File: src/scc_regs.vh
// Register map, field positions, reset values and decode tables for the
// sensor channel configuration bank. Included by every design file.
`ifndef SCC_REGS_VH
`define SCC_REGS_VH

// Byte addresses on the host register port
`define SCC_ADDR_CH0_CHARGE 8'h49
`define SCC_ADDR_CH1_CHARGE 8'h4A
`define SCC_ADDR_CH2_CHARGE 8'h4B
`define SCC_ADDR_UI_FILTER 8'h50
`define SCC_ADDR_CH1_AUTO 8'h51

// Reset values
`define SCC_RST_CHARGE 8'h06
`define SCC_RST_UI_FILTER 8'h00
`define SCC_RST_CH1_AUTO 8'h01

// Charge options fields
`define SCC_UPLEN_HI 7
`define SCC_UPLEN_LO 6
`define SCC_CSDIV_BIT 5
`define SCC_UP_OVERRIDE_BIT 3
// Writable bits in inductive mode: only the divider
`define SCC_IND_WMASK 8'h20

// UI and filter fields
`define SCC_UI_HI 7
`define SCC_UI_LO 6
`define SCC_TWO_SIDED_BIT 5
`define SCC_ACF_BYP_BIT 4
`define SCC_LTA_HI 3
`define SCC_LTA_LO 2
`define SCC_ACF_HI 1
`define SCC_ACF_LO 0

// Channel 1 auto and debounce fields
`define SCC_CH1_MAN_BIT 7
`define SCC_FDB_OFF_BIT 4

// Sensor mode codes
`define SCC_MODE_CAP 2'b00
`define SCC_MODE_IND 2'b10

// Decode constants
`define SCC_UPLEN_DEFAULT 4'h0
`define SCC_LONG_BETA_BASE 4'h7
`define SCC_AC_BETA_BASE 3'h1
`define SCC_CS_DIV_FACTOR 3'h5

`endif

File: src/scc_charge_decode.v
// Charge options decode for one channel: up-length code and divider.
// Assumes the register value and mode come from logic on the same clock.
`timescale 1ns/1ps
`default_nettype none
`include "scc_regs.vh"

module scc_charge_decode (
  input wire [7:0] cfg,
  input wire [1:0] mode,
  output wire [3:0] up_length,
  output wire up_length_active,
  output wire [2:0] cs_div_factor
);

  // ----------------------------------------------------------------
  // Up-length decode
  // ----------------------------------------------------------------
  wire is_cap;
  assign is_cap = (mode == `SCC_MODE_CAP);
  // Field only applies in capacitive mode with the enable set
  assign up_length_active = is_cap & cfg[`SCC_UP_OVERRIDE_BIT];
  // Codes 00..11 map to 0010,0110,1010,1110
  assign up_length = up_length_active ?
    {cfg[`SCC_UPLEN_HI:`SCC_UPLEN_LO], 2'b10} : `SCC_UPLEN_DEFAULT;
  // Divider applies in both modes; factor 1 keeps normal size
  assign cs_div_factor = cfg[`SCC_CSDIV_BIT] ? `SCC_CS_DIV_FACTOR : 3'h1;

endmodule // scc_charge_decode
`default_nettype wire

File: src/scc_ui_decode.v
// Decode of the shared UI/filter register and channel 1 control.
// Pure combinational; ui_cfg and auto_cfg are registered in the parent, mode is not.
`timescale 1ns/1ps
`default_nettype none
`include "scc_regs.vh"

module scc_ui_decode (
  input wire [7:0] ui_cfg,
  input wire [7:0] auto_cfg,
  input wire [1:0] mode,
  output reg [3:0] ui_mode,
  output wire sar_active,
  output wire [3:0] long_average_beta,
  output wire [2:0] ac_filter_beta,
  output wire channel1_auto
);

  // ----------------------------------------------------------------
  // UI selection: bit 3 marks the inductive table, code in bits 1-0
  // ----------------------------------------------------------------
  // Encoding: {inductive, code}; consumers look up the meaning
  always @* begin
    case (mode)
      `SCC_MODE_IND: ui_mode = {2'b10, ui_cfg[`SCC_UI_HI:`SCC_UI_LO]};
      default: ui_mode = {2'b00, ui_cfg[`SCC_UI_HI:`SCC_UI_LO]};
    endcase
  end

  // Capacitive codes 01..11 and inductive codes 10..11 run a SAR UI
  assign sar_active = (mode == `SCC_MODE_IND) ? ui_cfg[`SCC_UI_HI] :
    (ui_cfg[`SCC_UI_HI:`SCC_UI_LO] != 2'b00);
  assign long_average_beta = `SCC_LONG_BETA_BASE +
    {2'b00, ui_cfg[`SCC_LTA_HI:`SCC_LTA_LO]};
  assign ac_filter_beta = `SCC_AC_BETA_BASE +
    {1'b0, ui_cfg[`SCC_ACF_HI:`SCC_ACF_LO]};
  // Automatic channel 1 control only while a SAR UI runs
  assign channel1_auto = sar_active & ~auto_cfg[`SCC_CH1_MAN_BIT];

endmodule // scc_ui_decode
`default_nettype wire

File: src/scc_config_regs.v
// Sensor channel configuration register bank: three per-channel charge
// option registers, the shared UI/filter register and channel 1 control.
// Assumes the I2C engine delivers byte-wide register strobes on clk.
// Summary of operation
// Three charge option registers at 0x49-0x4B.
// Up-length field maps to four charge codes.
// Up-length applies only when enable bit set.
// Divider bit shrinks sense capacitor fivefold.
// Capacitive UI field selects four UIs.
// Inductive UI field selects four UIs.
// Bit 5 enables two-sided detection.
// Bit 4 bypasses the AC filter.
// Long average beta codes give 7-10.
// AC filter beta codes give 1-4.
// Manual bit clear: channel 1 automatic while a SAR UI runs.
// Manual bit set: host controls channel 1.
// Bit 4 set turns fast debounce off.
// Reset values 0x06, 0x00, 0x01.
// Sensor mode selects capacitive or inductive layout.
// Internal-use bits are kept as written.
// Inductive mode: only divider bit writable.
`timescale 1ns/1ps
`default_nettype none
`include "scc_regs.vh"

module scc_config_regs (
  input wire clk,
  input wire rst_n,
  input wire [7:0] reg_addr,
  input wire [7:0] reg_wdata,
  input wire reg_wr,
  input wire reg_rd,
  output reg [7:0] reg_rdata_q,
  output reg reg_rvalid_q,
  input wire [1:0] ch0_sensor_mode,
  input wire [1:0] ch1_sensor_mode,
  input wire [1:0] ch2_sensor_mode,
  output reg [11:0] up_length_q,
  output reg [2:0] up_length_active_q,
  output reg [8:0] cs_div_factor_q,
  output reg [3:0] ui_mode_q,
  output reg two_sided_en_q,
  output reg ac_filter_bypass_q,
  output reg [3:0] long_average_beta_q,
  output reg [2:0] ac_filter_beta_q,
  output reg channel1_auto_q,
  output reg channel1_manual_ctrl_q,
  output reg fast_debounce_active_q
);

  // ----------------------------------------------------------------
  // Register storage
  // ----------------------------------------------------------------
  // Each channel keeps its own byte; this bus only gathers them for reads
  wire [23:0] charge_bus;
  reg [7:0] ui_cfg_q;
  reg [7:0] auto_cfg_q;
  wire [5:0] mode_bus;
  assign mode_bus = {ch2_sensor_mode, ch1_sensor_mode, ch0_sensor_mode};

  // Channel 0 mode picks the layout of the shared registers
  wire [1:0] shared_mode;
  assign shared_mode = ch0_sensor_mode;

  // ----------------------------------------------------------------
  // Per-channel charge option registers and decoders
  // ----------------------------------------------------------------
  wire [11:0] up_length_d;
  wire [2:0] up_length_active_d;
  wire [8:0] cs_div_factor_d;

  genvar gi;
  generate
    for (gi = 0; gi < 3; gi = gi + 1) begin : g_chan
      wire [1:0] mode;
      wire [7:0] chan_addr;
      wire hit;
      wire [7:0] wmask;
      reg [7:0] charge_q;
      assign mode = mode_bus[2*gi+1:2*gi];
      // Address picked from the map, so no wide arithmetic is cut down
      assign chan_addr = (gi == 0) ? `SCC_ADDR_CH0_CHARGE :
        (gi == 1) ? `SCC_ADDR_CH1_CHARGE : `SCC_ADDR_CH2_CHARGE;
      assign hit = reg_wr && (reg_addr == chan_addr);
      // Inductive layout freezes every bit but the divider; internal-use
      // bits otherwise keep whatever the host wrote
      assign wmask = (mode == `SCC_MODE_IND) ? `SCC_IND_WMASK : 8'hFF;
      always @(posedge clk or negedge rst_n) begin
        if (!rst_n) begin
          charge_q <= `SCC_RST_CHARGE;
        end else if (hit) begin
          charge_q <= (reg_wdata & wmask) | (charge_q & ~wmask);
        end
      end
      assign charge_bus[8*gi+7:8*gi] = charge_q;
      scc_charge_decode u_dec (
        .cfg(charge_q),
        .mode(mode),
        .up_length(up_length_d[4*gi+3:4*gi]),
        .up_length_active(up_length_active_d[gi]),
        .cs_div_factor(cs_div_factor_d[3*gi+2:3*gi])
      );
    end
  endgenerate

  // ----------------------------------------------------------------
  // Shared registers
  // ----------------------------------------------------------------
  // Whole byte kept, so internal-use bits read back as written
  always @(posedge clk or negedge rst_n) begin
    if (!rst_n) begin
      ui_cfg_q <= `SCC_RST_UI_FILTER;
      auto_cfg_q <= `SCC_RST_CH1_AUTO;
    end else if (reg_wr) begin
      if (reg_addr == `SCC_ADDR_UI_FILTER) begin
        ui_cfg_q <= reg_wdata;
      end
      if (reg_addr == `SCC_ADDR_CH1_AUTO) begin
        auto_cfg_q <= reg_wdata;
      end
    end
  end

  wire [3:0] ui_mode_d;
  wire [3:0] long_average_beta_d;
  wire [2:0] ac_filter_beta_d;
  wire channel1_auto_d;

  scc_ui_decode u_ui (
    .ui_cfg(ui_cfg_q),
    .auto_cfg(auto_cfg_q),
    .mode(shared_mode),
    .ui_mode(ui_mode_d),
    .sar_active(),
    .long_average_beta(long_average_beta_d),
    .ac_filter_beta(ac_filter_beta_d),
    .channel1_auto(channel1_auto_d)
  );

  // ----------------------------------------------------------------
  // Registered control outputs
  // ----------------------------------------------------------------
  // One cycle of latency after a write; outputs stay glitch free
  always @(posedge clk or negedge rst_n) begin
    if (!rst_n) begin
      up_length_q <= 12'h000;
      up_length_active_q <= 3'h0;
      cs_div_factor_q <= 9'h049;
      ui_mode_q <= 4'h0;
      two_sided_en_q <= 1'b0;
      ac_filter_bypass_q <= 1'b0;
      long_average_beta_q <= 4'h7;
      ac_filter_beta_q <= 3'h1;
      channel1_auto_q <= 1'b0;
      channel1_manual_ctrl_q <= 1'b0;
      fast_debounce_active_q <= 1'b1;
    end else begin
      up_length_q <= up_length_d;
      up_length_active_q <= up_length_active_d;
      cs_div_factor_q <= cs_div_factor_d;
      ui_mode_q <= ui_mode_d;
      two_sided_en_q <= ui_cfg_q[`SCC_TWO_SIDED_BIT];
      ac_filter_bypass_q <= ui_cfg_q[`SCC_ACF_BYP_BIT];
      long_average_beta_q <= long_average_beta_d;
      ac_filter_beta_q <= ac_filter_beta_d;
      channel1_auto_q <= channel1_auto_d;
      channel1_manual_ctrl_q <= auto_cfg_q[`SCC_CH1_MAN_BIT];
      fast_debounce_active_q <= ~auto_cfg_q[`SCC_FDB_OFF_BIT];
    end
  end

  // ----------------------------------------------------------------
  // Read path
  // ----------------------------------------------------------------
  // Unmapped addresses read as zero rather than stalling the host
  reg [7:0] rdata_d;
  always @* begin
    case (reg_addr)
      `SCC_ADDR_CH0_CHARGE: rdata_d = charge_bus[7:0];
      `SCC_ADDR_CH1_CHARGE: rdata_d = charge_bus[15:8];
      `SCC_ADDR_CH2_CHARGE: rdata_d = charge_bus[23:16];
      `SCC_ADDR_UI_FILTER: rdata_d = ui_cfg_q;
      `SCC_ADDR_CH1_AUTO: rdata_d = auto_cfg_q;
      default: rdata_d = 8'h00;
    endcase
  end

  always @(posedge clk or negedge rst_n) begin
    if (!rst_n) begin
      reg_rdata_q <= 8'h00;
      reg_rvalid_q <= 1'b0;
    end else begin
      reg_rvalid_q <= reg_rd;
      if (reg_rd) begin
        reg_rdata_q <= rdata_d;
      end
    end
  end

endmodule // scc_config_regs
`default_nettype wire

File: config.mk
export PLATFORM = sky130hd
export DESIGN_NAME = scc_config_regs
export DESIGN_NICKNAME = d
export VERILOG_FILES = /design/src/scc_charge_decode.v /design/src/scc_ui_decode.v /design/src/scc_config_regs.v
export VERILOG_INCLUDE_DIRS = /design/src
export SDC_FILE = /design/constraint.sdc
export NUM_CORES = 1
export LEC_CHECK = 0
export ABC_CLOCK_PERIOD_IN_PS = 3200
export BUFFER_PORTS_ARGS = -buffer_cell sky130_fd_sc_hd__clkbuf_2
export CORE_MARGIN = 2
export CORE_UTILIZATION = 40
export CTS_CLUSTER_DIAMETER = 120
export CTS_CLUSTER_SIZE = 20
export DETAILED_ROUTE_END_ITERATION = 8
export SLEW_MARGIN = 20
export SYNTH_ARGS = -nofsm -noshare
export SYNTH_HDL_FRONTEND = slang
export SYNTH_HIERARCHICAL = 1
export SYNTH_SLANG_ARGS = --single-unit
File: constraint.sdc
create_clock -name clk -period 3.2 [get_ports clk]
set_input_delay 0.64 -clock clk [delete_from_list [all_inputs] [get_ports clk]]
set_output_delay 0.64 -clock clk [all_outputs]
set_load 0.01 [all_outputs]
# After elaboration in Yosys (flattened, before gate mapping)
# Cells that the tools add are included.
dict set report classes {
  n_mux 12
  n_reduce_logical 9
  n_eq_ne 8
  bitwise_logic 18
  add_sub_neg 2
}
# cell n
set ops {}
lappend ops {{8-bit AND} 6}
lappend ops {{8-bit by 7-bit == test with 1-bit output, second input constant} 5}
lappend ops {{8-bit one-hot mux with 5 select lines} 1}
lappend ops {{8-bit 2-to-1 mux} 3}
lappend ops {{8-bit inverter} 3}
lappend ops {{8-bit bitwise OR} 3}
lappend ops {{4-bit 2-to-1 mux} 4}
lappend ops {{3-bit 2-to-1 mux} 3}
lappend ops {{2-bit == test, second input constant} 3}
lappend ops {{2-bit logical NOT} 3}
lappend ops {{3-bit by 2-bit adder with 4-bit output, first input constant} 1}
lappend ops {{1-bit AND} 4}
lappend ops {{2-bit AND reduction} 2}
lappend ops {{1-bit by 2-bit adder with 3-bit output, first input constant} 1}
lappend ops {{1-bit logical AND} 3}
lappend ops {{1-bit inverter} 2}
lappend ops {{2-bit nonzero test} 1}
lappend ops {{1-bit 2-to-1 mux} 1}
dict set report word_totals {
  reg_bits 89
  out_inout_bits 49
  in_bits 26
}

# Logic depth before layout (Yosys ltp)
dict set report logic_depth {
  depth_word 5
  depth_mapped 5
  ltp_nobuf 3
}

# Cells and area by module
# The synthesis kept the hierarchy.
# module seq_area_each_um2 cells_per_inst n_inst area_each_um2
set modules_own_cells {}
lappend modules_own_cells {scc_config_regs 2245.9 228 1 3453.3}
lappend modules_own_cells {scc_charge_decode 0.0 10 3 77.6}
lappend modules_own_cells {scc_ui_decode 0.0 17 1 116.4}

# Worst setup path after synthesis
# Ideal clock, no wire load.
dict set report synth_timing {
  kind {input-to-reg}
  start {input port reg_addr[5]}
  end {register with a tool-made name}
  slack_ps 875
  path_stages 4
  arrival_time_ps 2200
  t_required_ps 3075
  cell_sequence {or4b_1 > buf_6 > a2111oi_4 > mux2_2}
}
# element line_no
set synth_rtl {}
lappend synth_rtl {{start: declaration} scc_config_regs.v:29} ;# input wire [7:0] reg_addr,

==> metrics <==
outcome=completed; TritonCTS Buffers=9; worst slew pin tran=0.620 ns; relative slew slack=0.586; Clock Latency Late Sink=0.35 ns; WL/cell=16.7 um; I/O Buffers=74; post-CTS sizing=0; Mapped Cells=273; vias=2368; 1st-pass router iterations=4; share of cells above drive strength 1=0.513; Min-Delay Path Class=primary input to asynchronous set/reset pin; Cell Pwr Density=474 nW/um^2; die height=about 100 um; Cell Rows=35; crit-path cells=clkbuf_2, or4b_1, a2111oi_4, mux2_2; Final Setup Violations=0; Initial Utilization=0.411; CTS tree=built; Worst Path Required=3.44 ns; fin nets=370; Total GRT Usage=0.166; initial DRC count=138; Tmin final=2.38 ns; Fmax=421 MHz; Startpoint Class=primary input; Max Cap Viol=0; post-route clock period utilization=0.743; first-pass GRT wire length=12900 um; clk sink count=89; Setup crit end kind=register; final wirelength=7940 um; Fin. Hold Viols=0; clock buffer depth=2; CTS Hold Bufs=0; Die X=just over 100 um; Avg Inst Size Synth=13.9 um^2; CTS H-tree lvls=3; WHS=0.242 ns; io pins=75; Peak VDD IR=~0.00016 V; area post-placement=4250 um^2; dpl hpwl=approximately 5500 um; TNS Setup=0 ns; final instance area=~4400 um^2; Post-route DRC=0; crit path max-delay cell type=or4b_1; ant diodes=0; gpl congestion=0.821; CP max stage delay=0.77 ns; die area=just over 10000 um^2; vias in the first global route=2371; Setup CP Type=primary input to register; Leak=2.16 nW; RSZ-0062 raised after global routing=false; CTS clk-pin slew, worst paths=0.09 ns; Syn. warnings=6; vias per cell=just under 5; Clock Skews=0.00999 ns; max-slew violations=0; Root Driver=clkbuf_8; Final ANT Viol Nets=0; synthesized area=3790 um^2; largest net degree at the start of global routing=53; CP Max Fanout=7; crit path DAT=2.61 ns; Area growth syn-to-layout=16.6%; core area=9240 um^2; gr ovfl total=0; initial antenna violation count=0; post-CTS setup buffer count=0
==> worst max-delay path: cells and delay by family <==
kind / cells / cell delay [ns]
buf+inv: 1 / 0.09
simple gates: 1 / 0.77
mux: 1 / 0.40
compound gates: 1 / 0.70
==> layout by cell type (no fill, tap or decap), types with 2 or more instances in the layout <==
cell type,count
dfstp_2,15
nor4_4,2
and4bb_2,6
nand3_1,6
o211ai_1,6
dfrtp_1,74
nand4b_1,6
clkinvlp_4,4
nor3b_1,3
inv_1,9
clkbuf_1,2
mux2_2,48
nor2b_1,3
ha_1,2
clkbuf_2,73
buf_4,12
clkbuf_8,10
a31oi_1,14
a21oi_1,2
and3b_1,13
nand2b_1,2
nor2_1,8
a311o_2,2
conb_1,10
==> layer usage <==
layer,share of wire,global-route usage,up-vias,wire length (um)
met5,0,0,-,0
met3,0.051,0.0352,9,407
met1,0.47,0.238,1202,3730
met2,0.47,0.248,71,3710
li1,-,-,1086,-
met4,0.011,0.0613,0,91
==> final cells by class <==
class | instances | area, um^2
clock inverter | 4 | 30.0
fill | 889 | 4820
clock buffer | 12 | 145
multi-input combinational | 147 | 1330
sequential | 89 | 2250
inverter | 9 | 33.8
timing repair buffer | 86 | 475
tap | 129 | 161
==> power breakdown <==
group          internal, mW  switching, mW  total [mW]
combinational        0.0782          0.113       0.191
sequential             1.18         0.0245        1.20
clock                 0.304          0.399       0.703
==> metrics by stage <==
step                      total power, mW  setup slack, ns   util  instances
after floorplan                      1.33            0.875      -        276
after global placement               1.42            0.498  0.460        460
after detailed placement             1.42            0.460  0.460        460
after CTS                            2.12            0.835  0.479        476
after global routing                 2.20            0.740  0.479        476
final                                2.10            0.822  0.479        476
==> worst paths after layout <==
kind	startpoint	to	slack [ns]	depth (start not counted)
max reg2reg	ui_cfg_q[1]	reg_rdata_q[1]	1.84	3
max	reg_addr[5]	register	0.82	4
min in group clk	g_chan[1].charge_q[5]	cs_div_factor_q[5]	0.40	0
min reg2reg	g_chan[1].charge_q[5]	cs_div_factor_q[5]	0.40	0
min	rst_n	cs_div_factor_q[8]	0.24	1
max in group asynchronous	rst_n	long_average_beta_q[1]	2.24	2
Note: power is estimated with default switching activity, not from simulation.
